<file path="src/rtl/vic_pkg.sv">
package vic_pkg;

   // Register addresses
   localparam logic [7:0] ADDR_ENABLE_MAIN = 8'hA8;
   localparam logic [7:0] ADDR_ENABLE_PRIORITY_SECONDARY = 8'hA9;
   localparam logic [7:0] ADDR_PRIORITY_MAIN = 8'hB8;

   // Reset values
   localparam logic [7:0] RST_ENABLE_MAIN = 8'h00;
   localparam logic [7:0] RST_ENABLE_PRIORITY_SECONDARY = 8'hA0;
   localparam logic [7:0] RST_PRIORITY_MAIN = 8'h00;
   localparam logic [7:0] RDATA_UNMAPPED = 8'h00;

   // Bit-address space: base of each bit-addressable register
   localparam logic [4:0] BITBASE_ENABLE_MAIN = 5'h15;
   localparam logic [4:0] BITBASE_PRIORITY_MAIN = 5'h17;

   // Main enable / main priority field positions
   localparam int BIT_GLOBAL_IRQ_ENABLE = 7;
   localparam int BIT_ADC = 6;
   localparam int BIT_TIMER2 = 5;
   localparam int BIT_UART = 4;
   localparam int BIT_TIMER1 = 3;
   localparam int BIT_EXT1 = 2;
   localparam int BIT_TIMER0 = 1;
   localparam int BIT_EXT0 = 0;

   // Secondary register field positions
   localparam int BIT_INTERVAL_COUNTER_PRIORITY = 6;
   localparam int BIT_SUPPLY_MONITOR_PRIORITY = 5;
   localparam int BIT_SERIAL_PORT_PRIORITY = 4;
   localparam int BIT_INTERVAL_COUNTER_ENABLE = 2;
   localparam int BIT_SUPPLY_MONITOR_ENABLE = 1;
   localparam int BIT_SERIAL_PORT_ENABLE = 0;

   // Sources in polling order, index 0 polled first
   localparam int NUM_SRC = 11;
   localparam int SRC_SUPPLY_MONITOR = 0;
   localparam int SRC_WATCHDOG = 1;
   localparam int SRC_EXT0 = 2;
   localparam int SRC_ADC = 3;
   localparam int SRC_TIMER0 = 4;
   localparam int SRC_EXT1 = 5;
   localparam int SRC_TIMER1 = 6;
   localparam int SRC_SERIAL_PORT = 7;
   localparam int SRC_UART = 8;
   localparam int SRC_TIMER2 = 9;
   localparam int SRC_INTERVAL_COUNTER = 10;

   // Watchdog has no enable or priority field
   localparam logic WATCHDOG_ENABLE = 1'b1;
   localparam logic WATCHDOG_PRIORITY = 1'b1;

   // Vector per source, in polling order
   localparam logic [NUM_SRC-1:0][15:0] VECTOR_TABLE = {
      16'h0053, // interval counter
      16'h002B, // timer 2
      16'h0023, // uart
      16'h003B, // serial port
      16'h001B, // timer 1
      16'h0013, // ext 1
      16'h000B, // timer 0
      16'h0033, // adc
      16'h0003, // ext 0
      16'h005B, // watchdog
      16'h0043  // supply monitor
   };

   typedef enum logic [1:0] {
      VIC_SVC_IDLE,
      VIC_SVC_LOW,
      VIC_SVC_HIGH,
      VIC_SVC_LOW_HIGH
   } vic_svc_t;

endpackage : vic_pkg

</file>
<file path="src/rtl/vic_ctrl.sv">
`timescale 1ns/10ps
`default_nettype none

// Operation
// Main enable bit 7 gates every source; cleared means nothing is serviced.
// Main enable bits 6..0 enable adc, timer2, uart, timer1, ext1, timer0, ext0.
// Main priority bits 6..0 pick high or low level; bit 7 reserved.
// Secondary bits 6,5,4 set interval counter, supply monitor, serial port priority.
// Secondary bits 2,1,0 enable interval counter, supply monitor, serial port.
// Software keeps secondary bit 3 at zero.
// Secondary resets to A0 and is byte-only; main registers reset 00, bit-addressable.
// High-level request may preempt a running low-level routine.
// Simultaneous requests of both levels: high level vectored first.
// No new request of a level while that level is in service.
// Same-level ties resolved by fixed polling order, supply monitor first.
// Acceptance pulses a program counter push and supplies the vector.
// Each source has its own fixed vector address.
// Return frees the active level; equal or lower requests eligible again.
module vic_ctrl (
   input wire logic mclk,
   input wire logic arst_n,
   input wire logic [7:0] sfr_addr,
   input wire logic sfr_wr,
   input wire logic [7:0] sfr_wdata,
   output logic [7:0] sfr_rdata,
   input wire logic [7:0] bit_addr,
   input wire logic bit_wr,
   input wire logic bit_wdata,
   input wire logic ext0_request,
   input wire logic ext1_request,
   input wire logic timer0_overflow_request,
   input wire logic timer1_overflow_request,
   input wire logic timer2_overflow_request,
   input wire logic timer2_external_request,
   input wire logic uart_rx_request,
   input wire logic uart_tx_request,
   input wire logic adc_request,
   input wire logic serial_port_request,
   input wire logic supply_monitor_request,
   input wire logic watchdog_request,
   input wire logic interval_counter_request,
   input wire logic core_ready,
   input wire logic core_return,
   output logic irq_take,
   output logic [15:0] irq_vector,
   output logic irq_take_high,
   output logic low_in_service,
   output logic high_in_service
);

   localparam int NS = vic_pkg::NUM_SRC;
   localparam int IW = $clog2(NS);

   logic [7:0] irq_enable_main;
   logic [7:0] irq_priority_main;
   logic [7:0] irq_enable_priority_secondary;
   vic_pkg::vic_svc_t svc;
   vic_pkg::vic_svc_t next_svc;

   logic [NS-1:0] src_req;
   logic [NS-1:0] src_en;
   logic [NS-1:0] src_pri;
   logic [NS-1:0] elig_high;
   logic [NS-1:0] elig_low;
   logic [NS-1:0] pick_req;
   logic pick_any;
   logic [IW-1:0] pick_idx;
   logic high_busy;
   logic low_busy;
   logic accept;

   // Register file: byte writes, plus bit writes into the two main registers
   always_ff @(posedge mclk or negedge arst_n) begin
      if (!arst_n) begin
         irq_enable_main <= vic_pkg::RST_ENABLE_MAIN;
         irq_priority_main <= vic_pkg::RST_PRIORITY_MAIN;
         irq_enable_priority_secondary <= vic_pkg::RST_ENABLE_PRIORITY_SECONDARY;
      end else begin
         if (sfr_wr) begin
            case (sfr_addr)
               vic_pkg::ADDR_ENABLE_MAIN: irq_enable_main <= sfr_wdata;
               vic_pkg::ADDR_PRIORITY_MAIN: irq_priority_main <= sfr_wdata;
               vic_pkg::ADDR_ENABLE_PRIORITY_SECONDARY: begin
                  // Stored as written; bit 3 is left to software to keep clear
                  irq_enable_priority_secondary <= sfr_wdata;
               end
               default: ;
            endcase
         end
         // Secondary register has no bit address, so only the main ones here
         if (bit_wr && bit_addr[7:3] == vic_pkg::BITBASE_ENABLE_MAIN) begin
            irq_enable_main[bit_addr[2:0]] <= bit_wdata;
         end
         if (bit_wr && bit_addr[7:3] == vic_pkg::BITBASE_PRIORITY_MAIN) begin
            irq_priority_main[bit_addr[2:0]] <= bit_wdata;
         end
      end
   end

   // Registered read-back, zero for unmapped addresses
   always_ff @(posedge mclk or negedge arst_n) begin
      if (!arst_n) begin
         sfr_rdata <= vic_pkg::RDATA_UNMAPPED;
      end else begin
         case (sfr_addr)
            vic_pkg::ADDR_ENABLE_MAIN: sfr_rdata <= irq_enable_main;
            vic_pkg::ADDR_PRIORITY_MAIN: sfr_rdata <= irq_priority_main;
            vic_pkg::ADDR_ENABLE_PRIORITY_SECONDARY: sfr_rdata <= irq_enable_priority_secondary;
            default: sfr_rdata <= vic_pkg::RDATA_UNMAPPED;
         endcase
      end
   end

   // Requests, enables and levels mapped into polling order
   always_comb begin
      src_req = '0;
      src_en = '0;
      src_pri = '0;
      src_req[vic_pkg::SRC_SUPPLY_MONITOR] = supply_monitor_request;
      src_req[vic_pkg::SRC_WATCHDOG] = watchdog_request;
      src_req[vic_pkg::SRC_EXT0] = ext0_request;
      src_req[vic_pkg::SRC_ADC] = adc_request;
      src_req[vic_pkg::SRC_TIMER0] = timer0_overflow_request;
      src_req[vic_pkg::SRC_EXT1] = ext1_request;
      src_req[vic_pkg::SRC_TIMER1] = timer1_overflow_request;
      src_req[vic_pkg::SRC_SERIAL_PORT] = serial_port_request;
      src_req[vic_pkg::SRC_UART] = uart_rx_request | uart_tx_request;
      src_req[vic_pkg::SRC_TIMER2] = timer2_overflow_request | timer2_external_request;
      src_req[vic_pkg::SRC_INTERVAL_COUNTER] = interval_counter_request;

      src_en[vic_pkg::SRC_ADC] = irq_enable_main[vic_pkg::BIT_ADC];
      src_en[vic_pkg::SRC_TIMER2] = irq_enable_main[vic_pkg::BIT_TIMER2];
      src_en[vic_pkg::SRC_UART] = irq_enable_main[vic_pkg::BIT_UART];
      src_en[vic_pkg::SRC_TIMER1] = irq_enable_main[vic_pkg::BIT_TIMER1];
      src_en[vic_pkg::SRC_EXT1] = irq_enable_main[vic_pkg::BIT_EXT1];
      src_en[vic_pkg::SRC_TIMER0] = irq_enable_main[vic_pkg::BIT_TIMER0];
      src_en[vic_pkg::SRC_EXT0] = irq_enable_main[vic_pkg::BIT_EXT0];
      src_en[vic_pkg::SRC_INTERVAL_COUNTER] =
         irq_enable_priority_secondary[vic_pkg::BIT_INTERVAL_COUNTER_ENABLE];
      src_en[vic_pkg::SRC_SUPPLY_MONITOR] =
         irq_enable_priority_secondary[vic_pkg::BIT_SUPPLY_MONITOR_ENABLE];
      src_en[vic_pkg::SRC_SERIAL_PORT] =
         irq_enable_priority_secondary[vic_pkg::BIT_SERIAL_PORT_ENABLE];
      src_en[vic_pkg::SRC_WATCHDOG] = vic_pkg::WATCHDOG_ENABLE;

      src_pri[vic_pkg::SRC_ADC] = irq_priority_main[vic_pkg::BIT_ADC];
      src_pri[vic_pkg::SRC_TIMER2] = irq_priority_main[vic_pkg::BIT_TIMER2];
      src_pri[vic_pkg::SRC_UART] = irq_priority_main[vic_pkg::BIT_UART];
      src_pri[vic_pkg::SRC_TIMER1] = irq_priority_main[vic_pkg::BIT_TIMER1];
      src_pri[vic_pkg::SRC_EXT1] = irq_priority_main[vic_pkg::BIT_EXT1];
      src_pri[vic_pkg::SRC_TIMER0] = irq_priority_main[vic_pkg::BIT_TIMER0];
      src_pri[vic_pkg::SRC_EXT0] = irq_priority_main[vic_pkg::BIT_EXT0];
      src_pri[vic_pkg::SRC_INTERVAL_COUNTER] =
         irq_enable_priority_secondary[vic_pkg::BIT_INTERVAL_COUNTER_PRIORITY];
      src_pri[vic_pkg::SRC_SUPPLY_MONITOR] =
         irq_enable_priority_secondary[vic_pkg::BIT_SUPPLY_MONITOR_PRIORITY];
      src_pri[vic_pkg::SRC_SERIAL_PORT] =
         irq_enable_priority_secondary[vic_pkg::BIT_SERIAL_PORT_PRIORITY];
      src_pri[vic_pkg::SRC_WATCHDOG] = vic_pkg::WATCHDOG_PRIORITY;
   end

   assign high_busy = (svc == vic_pkg::VIC_SVC_HIGH) || (svc == vic_pkg::VIC_SVC_LOW_HIGH);
   assign low_busy = (svc != vic_pkg::VIC_SVC_IDLE);

   // Master gate, then level blocking: a busy level shuts out its own kind
   always_comb begin
      elig_high = '0;
      elig_low = '0;
      if (irq_enable_main[vic_pkg::BIT_GLOBAL_IRQ_ENABLE]) begin
         // High waits only for high; low waits for any routine
         if (!high_busy) begin // see
            elig_high = src_req & src_en & src_pri;
         end
         if (!low_busy) begin
            elig_low = src_req & src_en & ~src_pri;
         end
      end
      pick_req = (|elig_high) ? elig_high : elig_low;
   end

   vic_poll_pick #(
      .N(NS)
   ) u_pick (
      .req(pick_req),
      .any(pick_any),
      .idx(pick_idx)
   );

   // A return in the same cycle blocks acceptance, so nesting never tangles
   assign accept = core_ready && pick_any && !core_return && !irq_take;

   always_comb begin
      next_svc = svc;
      case (svc)
         vic_pkg::VIC_SVC_IDLE: begin
            if (accept) begin
               next_svc = (|elig_high) ? vic_pkg::VIC_SVC_HIGH : vic_pkg::VIC_SVC_LOW;
            end
         end
         vic_pkg::VIC_SVC_LOW: begin
            if (core_return) begin
               next_svc = vic_pkg::VIC_SVC_IDLE;
            end else if (accept) begin
               next_svc = vic_pkg::VIC_SVC_LOW_HIGH;
            end
         end
         vic_pkg::VIC_SVC_HIGH: begin
            if (core_return) begin
               next_svc = vic_pkg::VIC_SVC_IDLE;
            end
         end
         vic_pkg::VIC_SVC_LOW_HIGH: begin
            if (core_return) begin
               next_svc = vic_pkg::VIC_SVC_LOW;
            end
         end
         default: next_svc = vic_pkg::VIC_SVC_IDLE;
      endcase
   end

   always_ff @(posedge mclk or negedge arst_n) begin
      if (!arst_n) begin
         svc <= vic_pkg::VIC_SVC_IDLE;
      end else begin
         svc <= next_svc;
      end
   end

   // Push strobe and vector, one cycle per acceptance
   always_ff @(posedge mclk or negedge arst_n) begin
      if (!arst_n) begin
         irq_take <= 1'b0;
         irq_take_high <= 1'b0;
         irq_vector <= 16'h0000;
      end else begin
         irq_take <= accept;
         if (accept) begin
            irq_take_high <= |elig_high;
            irq_vector <= vic_pkg::VECTOR_TABLE[pick_idx];
         end
      end
   end

   always_ff @(posedge mclk or negedge arst_n) begin
      if (!arst_n) begin
         low_in_service <= 1'b0;
         high_in_service <= 1'b0;
      end else begin
         low_in_service <= (next_svc == vic_pkg::VIC_SVC_LOW)
            || (next_svc == vic_pkg::VIC_SVC_LOW_HIGH);
         high_in_service <= (next_svc == vic_pkg::VIC_SVC_HIGH)
            || (next_svc == vic_pkg::VIC_SVC_LOW_HIGH);
      end
   end

   property p_gate_blocks;
      @(posedge mclk) disable iff (!arst_n)
         !irq_enable_main[vic_pkg::BIT_GLOBAL_IRQ_ENABLE] |=> !irq_take;
   endproperty
   a_gate_blocks: assert property (p_gate_blocks)
      else $error("take while master gate cleared");

   property p_disabled_source;
      @(posedge mclk) disable iff (!arst_n)
         (core_ready && !core_return && !irq_take && adc_request
          && !irq_enable_main[vic_pkg::BIT_ADC] && ~|(src_req & ~(1 << vic_pkg::SRC_ADC)))
         |=> !irq_take;
   endproperty
   a_disabled_source: assert property (p_disabled_source)
      else $error("disabled adc request was taken");

   property p_reset_values;
      @(posedge mclk) $rose(arst_n) |-> irq_enable_priority_secondary == 8'hA0
         && irq_enable_main == 8'h00 && irq_priority_main == 8'h00;
   endproperty
   a_reset_values: assert property (p_reset_values)
      else $error("register reset value wrong");

   property p_take_when_eligible;
      @(posedge mclk) disable iff (!arst_n)
         (core_ready && !core_return && !irq_take && |elig_high) |=> irq_take && irq_take_high;
   endproperty
   a_take_when_eligible: assert property (p_take_when_eligible) // see
      else $error("eligible high request not taken as high");

   property p_preempt_low;
      @(posedge mclk) disable iff (!arst_n)
         (svc == vic_pkg::VIC_SVC_LOW && accept) |=> high_in_service && low_in_service;
   endproperty
   a_preempt_low: assert property (p_preempt_low)
      else $error("high did not nest over low");

   property p_no_same_level;
      @(posedge mclk) disable iff (!arst_n)
         (irq_take && $past(high_in_service)) |-> !irq_take_high;
   endproperty
   a_no_same_level: assert property (p_no_same_level)
      else $error("second high accepted while high in service");

   property p_supply_first;
      @(posedge mclk) disable iff (!arst_n)
         (accept && pick_req[vic_pkg::SRC_SUPPLY_MONITOR]) |=> irq_vector == 16'h0043;
   endproperty
   a_supply_first: assert property (p_supply_first) // see
      else $error("supply monitor lost polling order");

   property p_return_frees;
      @(posedge mclk) disable iff (!arst_n)
         (svc == vic_pkg::VIC_SVC_HIGH && core_return) |=> !high_in_service;
   endproperty
   a_return_frees: assert property (p_return_frees)
      else $error("return did not free high level");

endmodule : vic_ctrl
`default_nettype wire

</file>
<file path="src/rtl/vic_poll_pick.sv">
`timescale 1ns/10ps
`default_nettype none

// Fixed-order picker: lowest set index wins
module vic_poll_pick #(
   parameter int N = 11
) (
   input wire logic [N-1:0] req,
   output logic any,
   output logic [$clog2(N)-1:0] idx
);

   logic [N-1:0] first;

   // One term per entry: set only where no lower entry is set
   genvar g;
   generate
      for (g = 0; g < N; g++) begin : g_first
         if (g == 0) begin : g_zero
            assign first[g] = req[g];
         end else begin : g_rest
            assign first[g] = req[g] & ~|req[g-1:0];
         end
      end
   endgenerate

   always_comb begin
      idx = '0;
      for (int i = 0; i < N; i++) begin
         if (first[i]) begin
            idx = ($clog2(N))'(i);
         end
      end
   end

   assign any = |req;

endmodule : vic_poll_pick
`default_nettype wire

</file>
<file path="config.mk">
export PLATFORM = sky130hd
export DESIGN_NAME = vic_ctrl
export DESIGN_NICKNAME = d
export VERILOG_FILES = /design/src/rtl/vic_pkg.sv /design/src/rtl/vic_ctrl.sv /design/src/rtl/vic_poll_pick.sv
export SDC_FILE = /design/constraint.sdc
export NUM_CORES = 1
export LEC_CHECK = 0
export BUFFER_PORTS_ARGS = -buffer_cell sky130_fd_sc_hd__buf_2
export CAP_MARGIN = 20
export CORE_AREA = 2 2 78 80
export CTS_CLUSTER_SIZE = 16
export DETAILED_ROUTE_END_ITERATION = 10
export DIE_AREA = 0 0 80 82
export GPL_ROUTABILITY_DRIVEN = 0
export GPL_TIMING_DRIVEN = 0
export PLACE_DENSITY = 0.71
export SLEW_MARGIN = 5
export SYNTH_ARGS = -nofsm -noshare
export SYNTH_HDL_FRONTEND = slang
export SYNTH_SLANG_ARGS = --single-unit
</file>
<file path="constraint.sdc">
create_clock -name mclk -period 2.7 [get_ports mclk]
set_clock_uncertainty 0.1 [all_clocks]
set_input_delay 0.405 -clock mclk [delete_from_list [all_inputs] [get_ports mclk]]
set_output_delay 0.405 -clock mclk [all_outputs]
set_load 0.03 [all_outputs]
</file>
==> Word-level counts from Yosys, hierarchy flattened <==
Memory sizes are Yosys's and may differ from the RTL's. A register that Yosys moved wholly into a read port is not among the register bits.
Cells that the tools add are included.
{ "totals": {"word_cells": 108, "output_inout_bits": 28, "regBits": 38, "rom_bits": 256, "mem_count": 1, "in_bits": 44} }
{ "op_classes": {"bitwise_logic": 16, "n_mux": 33, "n_eq_ne": 11, "order_cmp": 2, "n_reduce_logical": 36} }
{ "memory_table": {"columns": ["name", "words", "word_bits", "rd", "rd_clocked_by_memory_dff", "write_ports", "line", "rtl"], "rows": [
  ["(no name shown)", 16, 16, 1, 1, 0, "vic_ctrl.sv:239", "irq_vector <= vic_pkg::VECTOR_TABLE[pick_idx];"]
]} }
{ "op_table": {"columns": ["cell", "n"], "rows": [
  ["11-bit 2-to-1 mux", 5],
  ["8-bit 2-to-1 mux", 6],
  ["4-bit 2-to-1 mux", 9],
  ["11-bit bitwise AND", 3],
  ["8-bit equality test (second input constant)", 3],
  ["8-bit case mux with 3 select lines", 1],
  ["11-bit OR reduction", 2],
  ["8-bit bitwise mux", 2],
  ["1-bit zero test", 13],
  ["2-bit 2-to-1 mux", 6],
  ["11-bit NOT", 1],
  ["1-bit bitwise AND", 10],
  ["5-bit equality test (second input constant)", 2],
  ["10-bit OR reduction", 1],
  ["9-bit OR reduction", 1],
  ["2-bit equality test (second input constant)", 4],
  ["2-bit case mux with 4 select lines", 1],
  ["8-bit OR reduction", 1],
  ["7-bit OR reduction", 1],
  ["1-bit logical AND", 6],
  ["6-bit OR reduction", 1],
  ["5-bit OR reduction", 1],
  ["2-bit by 1-bit equality test with 1-bit output (second input constant)", 2],
  ["3-bit by 4-bit less-than comparator with 1-bit output (second input constant)", 1],
  ["11 further kinds", 15]
]} }

==> Logic depth before layout (Yosys ltp) <==
Gate-level depths: netlist of the first run.
{ "logic_depth": {"ltp_word": 19, "ltp_mapped": 11} }

==> By module <==
From an unflattened synthesis of the first run, not the netlist that was laid out.
{ "hier_totals": {"hier_cells": 280, "hier_area_um2": 2658.8} }
{ "modules_own_cells": {"columns": ["mod", "seq_area_each_um2", "n_inst", "area_each_um2", "cells_per_inst"], "rows": [
  ["vic_ctrl", 1053.5, 1, 2533.7, 260],
  ["vic_poll_pick", 0.0, 1, 125.1, 20]
]} }

==> Worst setup path after synthesis of the first run <==
Ideal clock, no wire load.
{ "synth_path": {"path_kind": "register to register", "from": "register, netlist name high_in_service", "to": "register irq_take_high", "n_path_buf": 1, "period_less_slack_ps": 2722, "stages_incl_launch_ff": 10, "arrival_ps": 2497, "setup_slack_ps": -22, "cell_sequence": "dfrtp_1 -> nand2b_1 -> a31o_2 -> a41oi_1 -> o22ai_1 -> a2111oi_4 -> nand3b_2 -> o21a_1 -> buf_6 -> mux2_4"} }
{ "synth_rtl": {"columns": ["element", "line", "rtl"], "rows": [
  ["end signal: assignment", "vic_ctrl.sv:238", "irq_take_high <= |elig_high;"],
  ["end: declaration", "vic_ctrl.sv:46", "output logic irq_take_high,"]
]} }

==> Worst setup path after layout of the first run <==
{ "layout_path": {"from": "register irq_enable_priority_secondary[5]", "to": "register irq_take_high"} }
{ "layout_via": {"elab_chain_cells": 9, "elab_cells_between_ends": 13, "cone_classes": "mux (5); bitwise (3); reduce/logical (5)"} }
{ "layout_lines": {"columns": ["element", "line", "rtl"], "rows": [
  ["start: declaration", "vic_ctrl.sv:56", "logic [7:0] irq_enable_priority_secondary;"],
  ["start signal: assignment", "vic_ctrl.sv:77", "irq_enable_priority_secondary <= vic_pkg::RST_ENABLE_PRIORITY_SECONDARY;"],
  ["start signal: assignment", "vic_ctrl.sv:85", "irq_enable_priority_secondary <= sfr_wdata;"],
  ["11-bit bitwise AND or 11-bit NOT (tied branches)", "vic_ctrl.sv:172, vic_ctrl.sv:175", null],
  ["11-bit 2-to-1 mux or 11-bit bitwise AND (tied branches)", "vic_ctrl.sv:171, vic_ctrl.sv:175", null],
  ["11-bit 2-to-1 mux (on tied branches)", "vic_ctrl.sv:169, vic_ctrl.sv:174", null],
  ["11-bit OR reduction or 11-bit 2-to-1 mux (tied branches)", "vic_ctrl.sv:178, vic_ctrl.sv:169", null],
  ["11-bit 2-to-1 mux *", "vic_ctrl.sv:178", "pick_req = (|elig_high) ? elig_high : elig_low;"],
  ["11-bit OR reduction *", "vic_poll_pick.sv:36", "assign any = |req;"],
  ["1-bit logical AND * (3 in a row)", "vic_ctrl.sv:190", "assign accept = core_ready && pick_any && !core_return && !irq_take;"],
  ["via accept", "vic_ctrl.sv:70", "logic accept;"]
]} }
Mark *: on every way through the listed nets, which the timed path passes. The rest lies on a longest branch.
A chain may end at the register's enable or synchronous reset.

==> results of run 1 <==
==> power by group through the flow <==
stage          Sequential [mW]  Combinational (mW)  Clock, mW
2_1_floorplan            0.814               0.227          0
3_3_place_gp             0.760               0.411          0
4_1_cts                  0.754               0.439      0.506
6_report                 0.755               0.462      0.497
3_5_place_dp             0.766               0.420          0
5_1_grt                  0.766               0.498      0.526
==> layout make-up <==
cell class,instances,share of cell area (%)
inverter,7,0.781
sequential,42,31.4
clock inverter,1,0.892
buffer,21,4.35
timing repair buffer,76,12.6
multi-input combinational,215,44.9
clock buffer,7,2.27
tap,75,2.79
==> sequential cells by signal, summed over array words and instances, names as in the netlist <==
| name | flops |
|---|---|
| high_in_service | 1 |
| irq_enable_main | 8 |
| irq_enable_priority_secondary | 8 |
| irq_priority_main | 8 |
| irq_take | 1 |
| irq_take_high | 1 |
| irq_vector | 5 |
| low_in_service | 1 |
| sfr_rdata | 8 |
| svc | 1 |
==> per-stage QoR <==
stage               setup TNS [ns]  util [%]  std cells  area [um^2]  hold slack, ns
finish                      -0.180      58.6        444         3370           0.141
global route                -0.603      58.6        444         3370           0.212
CTS                              0      56.4        435         3240           0.171
floorplan                        0         -        285         2650         0.00941
global placement            -0.419      52.9        420         3040           0.367
detailed placement          -0.739      52.9        420         3040           0.380
==> path summary, 6_finish.rpt <==
| path | to | slack, ns | cells past startpoint |
|---|---|---|---|
| min in group mclk | high_in_service | 0.21 | 2 |
| max reg2reg | irq_take_high | -0.07 | 10 |
| min reg2reg | irq_vector[6] | 0.39 | 1 |
| max | irq_take_high | -0.07 | 10 |
| min | irq_vector[6] | 0.14 | 1 |
| max in group asynchronous | irq_enable_main[7] | 1.72 | 1 |
==> repair_timing <==
item,CTS,global route
setup buffers,7,8
resized for setup,9,10
pin swaps,10,6
setup endpoints to repair,9,8
gates cloned,0,1
hold buffers,0,0
==> cell usage in the layout (no fill, tap or decap), types with 4 or more instances in the layout <==
| master | count |
|---|---|
| clkbuf_1 | 8 |
| conb_1 | 10 |
| nand2_1 | 26 |
| nor3_1 | 5 |
| buf_4 | 26 |
| o21ai_0 | 12 |
| nand3_1 | 9 |
| nand2b_1 | 4 |
| buf_2 | 60 |
| nor2_1 | 33 |
| nor2b_1 | 7 |
| a21oi_1 | 22 |
| mux2i_1 | 18 |
| mux2_2 | 11 |
| dfrtp_1 | 38 |
| clkbuf_8 | 5 |
| inv_1 | 7 |
==> cell families after synthesis <==
logic type / after synthesis / synth area share (%)
simple gates: 106 / 21.0
compound gates: 67 / 18.9
flops: 42 / 40.3
mux: 31 / 12.8
buf+inv: 28 / 6.47
xor+xnor: 1 / 0.335
other cells: 1 / 0.144
==> per-layer routing <==
metal / routed length (um) / part of all wire, %
met5: 0 / 0
met4: 165 / 2.4
met3: 353 / 5.1
met2: 3560 / 52
met1: 2830 / 41
==> impl_metrics.py, run 1 <==
metrics = {
    "cts": {
        "numClockSinks": 42,
        "clockBufferDepth": 2,
        "htree_num_levels": 2,
        "clk_pin_slew_ns": 0.08,
        "cts_buffers": 5,
        "cts_tree": "done",
        "root_buffer": "clkbuf_8",
        "clk_latency_ns": 0.30,
    },
    "sta": {
        "post-route-min-period_ns": 2.77,
        "setup_viol": 5,
        "rsz0062_at_grt": "true",
        "worst_pin_slew_ns": 0.932,
        "drv_slew": 0,
        "relSlewSlack_pct": 37.8,
        "setup_slack_ns": -0.0689,
        "hold_violations": 0,
        "post-route-period-util_pct": 103,
        "max_freq_mhz": 361,
    },
    "setup_path": {
        "crit_fanout": 5,
        "path_delay_family": "compound AO/OA/AOI/OAI gates",
        "critical_path_class": "register to register",
        "start_kind": "register",
        "cp_slowest_stage_delay_ns": 0.58,
        "cp-startpoint": "irq_enable_priority_secondary[5]",
        "cp_slowest_cell": "dfstp_2",
        "critPathCaptureType": "register",
        "critPathRequiredTime_ns": 2.79,
        "r2r_start": "irq_enable_priority_secondary[5]",
        "crit_arrival_ns": 2.86,
        "crit_path_cell_trace": "a31o_2 > o31ai_4 > and4_4 > and2_4 > a2111oi_4 > buf_4 > nand3b_4 > o21a_1 > buf_6 > mux2_4",
        "worst-path-buf-inv": 2,
    },
    "grt": {
        "grt_use_met2_pct": 39.0,
        "grt_use_total_pct": 21.5,
        "grt_max_degree": 43,
        "globalRouteMet1Util_pct": 25.3,
        "antenna_found_initial": 0,
        "grt_pass1_wl_um": 10700,
        "globalRouteOverflowTotal": 0,
        "grt_pass1_vias": 2217,
        "busiest_layer": "met2",
        "met3_usage_pct": 4.62,
    },
    "yosys": {
        "yosys_warnings": 0,
        "yosysUniqueCellTypes": 56,
        "yosys_most_used_dff": "dfrtp_1",
        "synthArstFlopShare_pct": 100,
        "synth_edf_count": 0,
        "synth_top_area_share_pct": 38.3,
        "syn_avg_cell_area_um2": 9.46,
        "synth_area_leaders": "dfrtp_1, mux2i_1, nor2_1, mux2_2, a21oi_1",
        "postSynthCellCount": 276,
        "synth_top_area_cell": "dfrtp_1",
        "post-synth-top-count-cell": "dfrtp_1",
        "seq_area_frac_synth_pct": 40.3,
        "ys_top_cells_by_count": "dfrtp_1, nor2_1, nand2_1",
        "synth-seq-cells": 42,
        "syn_area_um2": 2610,
    },
    "placement": {
        "place_ws_ns": -0.164,
        "dp_hpwl_um": 5100,
        "port_buffers": 60,
    },
    "cells_and_area": {
        "antennaDiodeCount": 0,
        "syn_to_final_growth_pct": 28.9,
        "register_area_um2": 1060,
        "fillers": 510,
        "drive_above_1_share_pct": 36.6,
        "nets": 412,
        "multi_input_area_um2": 1510,
    },
    "pwr": {
        "clockPowerShare_pct": 29.0,
        "sequentialPowerShare_pct": 44.1,
        "p_switching_mw": 0.548,
        "peakVddDrop_mv": 0.320,
        "p_int_mw": 1.17,
        "swShare_pct": 32.0,
        "power_density_nw_per_um2": 509,
        "power_mw": 1.71,
        "power.leakage_nw": 1.66,
        "combPwrFrac_pct": 26.9,
    },
    "route": {
        "drt_first_pass_iters": 5,
        "wl_per_cell_um": 15.6,
        "dr.first_iter.drc_count": 134,
        "final_antenna_net_count": 0,
        "routed_wl_um": 6910,
        "vias_per_cell": 5.40,
        "num_vias": 2396,
        "drc": 0,
    },
    "floorplanning": {
        "coreArea_um2": 5750,
        "fp.dieW_um": 80,
        "rows": 28,
        "die-area_um2": 6560,
        "ioPinCount": 72,
        "die_h_um": 82,
        "start_util_pct": 45.4,
    },
    "outcome": {
        "violations": "setup timing",
        "status": "finished, violations left",
    },
    "job": {
        "drv_cap": 0,
    },
    "worst_hold_path": {
        "hold_path_class": "primary input to asynchronous set/reset pin",
    },
}
Note: power is estimated with default switching activity, not from simulation.
==> inputs of run 2 (changes only) <==
Settings changed: SETUP_SLACK_MARGIN set to 0.02.
==> run 2 against run 1 <==
Compared with the run above: the run still ends with setup timing left; first-iteration DRC count up 45%; routed wire length up 1.9%; global-route usage up 0.075 points; clock power about the same; clock-buffer cell count unchanged; critical endpoint is now irq_vector[3]; total power down 0.21%; hold slack better by 0.0034 ns; design area unchanged; sequential cell count unchanged; setup slack better by 0.024 ns; non-clock buffer count up 3; maximum frequency up 0.88%.
==> impl_metrics.py, run 2 (synthesized netlist as in run 1, its figures left out) <==
metrics = {
    "outcome": {
        "status": "finished, violations left",
        "violations": "setup timing",
    },
    "cts": {
        "htree_num_levels": 2,
        "cts_tree": "done",
        "clockBufferDepth": 2,
        "root_buffer": "clkbuf_8",
        "clk_latency_ns": 0.30,
        "numClockSinks": 42,
        "clk_pin_slew_ns": 0.08,
        "postCtsHoldBufs": 0,
        "cts_buffers": 5,
    },
    "route": {
        "dr.first_iter.drc_count": 194,
        "wl_per_cell_um": 15.7,
        "drt_first_pass_iters": 4,
        "routed_wl_um": 7040,
        "drc": 0,
        "num_vias": 2383,
        "vias_per_cell": 5.33,
        "final_antenna_net_count": 0,
    },
    "setup_path": {
        "path_delay_family": "simple AND/OR/NAND/NOR gates",
        "cp_slowest_stage_delay_ns": 0.44,
        "cp_slowest_cell": "dfrtp_2",
        "worst-path-buf-inv": 2,
        "r2r.worst_path.cells": 11,
        "cp-endpoint": "irq_vector[3]",
        "crit_arrival_ns": 2.83,
        "critPathRequiredTime_ns": 2.79,
        "crit_fanout": 6,
        "critPathCaptureType": "register",
        "r2r_start": "high_in_service",
        "crit_path_cell_trace": "and2b_1 > buf_6 > nand4_4 > and4_4 > and2_4 > a2111oi_4 > buf_4 > and4bb_2 > o211ai_2 > xnor2_1 > mux2_4",
        "cp-startpoint": "high_in_service",
        "r2r_slack_ns": -0.04,
        "critical_path_class": "register to register",
        "start_kind": "register",
        "worst-path-stages": 11,
        "r2r_end": "irq_vector[3]",
    },
    "sta": {
        "post-route-min-period_ns": 2.74,
        "setup_slack_ns": -0.0447,
        "setup_viol": 4,
        "max_freq_mhz": 364,
        "hold_violations": 0,
        "worst_pin_slew_ns": 0.933,
        "post-route-period-util_pct": 102,
        "drv_slew": 0,
        "rsz0062_at_grt": "true",
        "relSlewSlack_pct": 37.8,
    },
    "cells_and_area": {
        "fillers": 507,
        "register_area_um2": 1060,
        "nets": 415,
        "final_common_cell": "buf_2",
        "syn_to_final_growth_pct": 28.9,
        "antennaDiodeCount": 0,
        "fin_area_um2": 3370,
        "final_cells": 447,
        "multi_input_area_um2": 1490,
        "drive_above_1_share_pct": 36.8,
        "layout_common_cells": "buf_2, dfrtp_1, nor2_1",
    },
    "grt": {
        "grt_pass1_wl_um": 10800,
        "globalRouteOverflowTotal": 0,
        "grt_use_total_pct": 21.6,
        "grt_pass1_vias": 2226,
        "grt_max_degree": 43,
        "antenna_found_initial": 0,
    },
    "floorplanning": {
        "start_util_pct": 45.4,
        "rows": 28,
        "die-area_um2": 6560,
        "ioPinCount": 72,
        "coreArea_um2": 5750,
        "fp.dieW_um": 80,
        "die_h_um": 82,
    },
    "pwr": {
        "power_density_nw_per_um2": 508,
        "peakVddDrop_mv": 0.321,
        "power.leakage_nw": 1.67,
    },
    "placement": {
        "dp_hpwl_um": 5100,
        "port_buffers": 60,
        "dp_cells": 420,
        "dpl-instance-area_um2": 3040,
    },
    "job": {
        "drv_cap": 0,
    },
    "worst_hold_path": {
        "hold_path_class": "primary input to asynchronous set/reset pin",
    },
}
## run 2: cell count changes in the layout (fill, tap and decap cells not counted), sizes merged
cell | previous run | this run
buf | 91 | 94
## run 2: per-layer routing
| metal | share of wire, % | global-route usage (%) |
|---|---|---|
| met1 | 41 | 25.3 |
| met2 | 52 | 39.1 |
| met3 | 5.1 | 4.62 |
| met4 | 1.8 | 7.46 |
| met5 | 0 | 0 |
## run 2: how the worst min path moves through the flow
stage / cells past startpoint / slack, ns / endpoint
CTS: 1 / 0.17 / irq_vector[6]
global placement: 1 / 0.37 / irq_vector[6]
floorplan: 0 / 0.009 / high_in_service
detailed placement: 1 / 0.38 / irq_vector[6]
finish: 1 / 0.14 / low_in_service
global route: 1 / 0.21 / low_in_service
## run 2: where the power goes
part           total [mW]  internal, mW  switching [mW]
clock network       0.495         0.277           0.218
logic               0.460         0.194           0.265
registers           0.756         0.694          0.0618
## run 2: worst reg2reg max path, cell delays in order (launching register included)
cell and delay [ns]:
dfrtp_2 0.44, and2b_1 0.21, buf_6 0.13, nand4_4 0.11, and4_4 0.22, and2_4 0.16, a2111oi_4 0.33, buf_4 0.21
and4bb_2 0.24, o211ai_2 0.08, xnor2_1 0.14, mux2_4 0.25
## run 2: final cells by class
class | count | share of cell area (%)
Inverter | 7 | 0.781
Sequential cell | 42 | 31.4
Buffer | 21 | 4.35
Timing Repair Buffer | 79 | 13.2
Multi-Input combinational cell | 215 | 44.3
Clock buffer | 7 | 2.27
Tap cell | 75 | 2.79
Clock inverter | 1 | 0.892
## run 2: stage by stage
stage	setup slack (ns)	hold WS (ns)	total power [mW]	TNS (ns)	utilization, %
after global placement	-0.118	0.367	1.17	-0.419	52.9
after floorplan	0.0306	0.00941	1.04	0	-
after global routing	-0.126	0.212	1.79	-0.469	58.6
after CTS	0.0215	0.171	1.71	0	57.0
final	-0.0447	0.144	1.71	-0.126	58.6
after detailed placement	-0.164	0.380	1.19	-0.739	52.9
## run 2: repair_timing
item / in CTS / in global routing
resized for setup: 11 / 4
endpoints found under the setup margin: 9 / 8
cloned: 0 / 1
setup buffers: 11 / 7
pin swaps: 10 / 10
==> inputs of run 3 (changes only) <==
Settings changed: CELL_PAD_IN_SITES_DETAIL_PLACEMENT set to 0, CELL_PAD_IN_SITES_GLOBAL_PLACEMENT set to 1, CORE_AREA 2 2 78 80 to 2 2 90 92, DIE_AREA 0 0 80 82 to 0 0 92 94.
==> run 3 against run 2 <==
Compared with the run above: the flow still finishes with violations (setup timing); die area rose by 32%; design area increased by 3.3%; via count down 2.1%; cell count rose by 6.0%; sequential cell count stayed put; non-clock buffer count stayed put; clock-buffer cell count is 2 lower; hold slack worse by 0.011 ns; largest cell class unchanged.
==> impl_metrics.py, run 3 (synthesized netlist as in run 1, its figures left out) <==
metrics = {
    "floorplanning": {
        "coreArea_um2": 7610,
        "die_h_um": 94,
        "rows": 32,
        "start_util_pct": 34.3,
        "ioPinCount": 72,
        "die-area_um2": 8650,
        "fp.dieW_um": 92,
    },
    "placement": {
        "dpl-instance-area_um2": 3070,
        "dp_hpwl_um": 5280,
        "port_buffers": 60,
        "dp_cells": 447,
    },
    "setup_path": {
        "critical_path_class": "register to register",
        "crit_fanout": 5,
        "crit_arrival_ns": 2.86,
        "critPathCaptureType": "register",
        "critPathRequiredTime_ns": 2.79,
        "start_kind": "register",
    },
    "grt": {
        "antenna_found_initial": 0,
        "grt_pass1_vias": 2168,
        "globalRouteOverflowTotal": 0,
        "grt_use_total_pct": 16.1,
        "grt_pass1_wl_um": 10900,
        "grt_max_degree": 43,
    },
    "pwr": {
        "power_density_nw_per_um2": 526,
        "power_mw": 1.83,
        "peakVddDrop_mv": 0.224,
        "power.leakage_nw": 1.70,
    },
    "cells_and_area": {
        "syn_to_final_growth_pct": 33.1,
        "layout_common_cells": "buf_2, dfrtp_1, nor2_1",
        "final_common_cell": "buf_2",
        "drive_above_1_share_pct": 38.4,
        "antennaDiodeCount": 0,
        "nets": 415,
        "final_cells": 474,
        "fin_area_um2": 3480,
        "final_util_pct": 45.7,
    },
    "sta": {
        "setup_slack_ns": -0.0752,
        "tns_ns": -0.182,
        "post-route-period-util_pct": 103,
        "post-route-min-period_ns": 2.78,
        "hold_violations": 0,
        "setup_viol": 3,
        "worst_pin_slew_ns": 0.944,
        "drv_slew": 0,
        "rsz0062_at_grt": "true",
        "max_freq_mhz": 360,
        "relSlewSlack_pct": 37.1,
    },
    "job": {
        "drv_cap": 0,
    },
    "route": {
        "wl_per_cell_um": 14.8,
        "drc": 0,
        "final_antenna_net_count": 0,
        "num_vias": 2333,
        "routed_wl_um": 7020,
        "drt_first_pass_iters": 4,
        "dr.first_iter.drc_count": 89,
        "vias_per_cell": 4.92,
    },
    "cts": {
        "htree_num_levels": 2,
        "root_buffer": "clkbuf_8",
        "clk_latency_ns": 0.30,
        "postCtsHoldBufs": 0,
        "cts_buffers": 5,
        "cts_tree": "done",
        "clk_pin_slew_ns": 0.09,
        "clockBufferDepth": 2,
        "numClockSinks": 42,
    },
    "worst_hold_path": {
        "hold_path_class": "primary input to asynchronous set/reset pin",
    },
    "outcome": {
        "status": "finished, violations left",
        "violations": "setup timing",
    },
}
[run 3: repair_timing]
| item | CTS | global route |
|---|---|---|
| cloned | 0 | 1 |
| endpoints found under the hold margin | 0 | 0 |
| pin swaps | 10 | 11 |
| setup buffers | 11 | 7 |
| setup endpoints to repair | 9 | 9 |
| resized for setup | 13 | 12 |
[run 3: routing by layer]
layer  global-route usage [%]  part of all wire [%]  up-vias
li1                         -                     -     1169
met1                     19.4                    42     1102
met4                     4.48                   1.4        0
met3                     2.57                   3.9       10
met5                        0                     0        -
met2                     29.5                    52       52
[run 3: through the flow]
step                hold slack (ns)  setup WS (ns)
CTS                           0.173       -0.00598
floorplan                   0.00941         0.0306
detailed placement            0.374         -0.174
global route                  0.203         -0.181
finish                        0.133        -0.0752
global placement              0.368         -0.171
[run 3: where the power goes]
group	internal, mW	switching [mW]	leakage [nW]
Sequential	0.694	0.0587	0.560
Combinational	0.205	0.266	1.07
Clock	0.371	0.235	0.0683
[run 3: area by class of cell]
type / count / area [um^2]
multi-input cells: 215 / 1530
well taps: 102 / 128
repair buffers: 79 / 454
plain buffers: 21 / 146
fillers: 802 / 4130
flip-flops and latches: 42 / 1060
clock inverters: 3 / 68.8
inverters: 7 / 26.3
clock buffers: 5 / 68.8
[run 3: path summary, 6_finish.rpt]
check	start	end	slack, ns	cells past startpoint
setup reg to reg	irq_enable_main[7]	irq_take_high	-0.08	10
max in group asynchronous	arst_n	irq_enable_main[7]	1.71	1
hold / removal	arst_n	irq_vector[4]	0.13	1
min in group mclk	core_return	high_in_service	0.21	2
hold reg to reg	irq_vector[6]	irq_vector[6]	0.39	1
setup / recovery	irq_enable_main[7]	irq_take_high	-0.08	10
[run 3: critical path, cell delays in order, from the launching register on]
cell and delay, ns:
dfrtp_2 0.45, and4b_2 0.28, a221oi_4 0.36, and4_4 0.32, nand2_4 0.05, a22o_1 0.19
a21oi_2 0.16, nand3b_4 0.16, o21a_1 0.16, buf_6 0.13, mux2_4 0.29
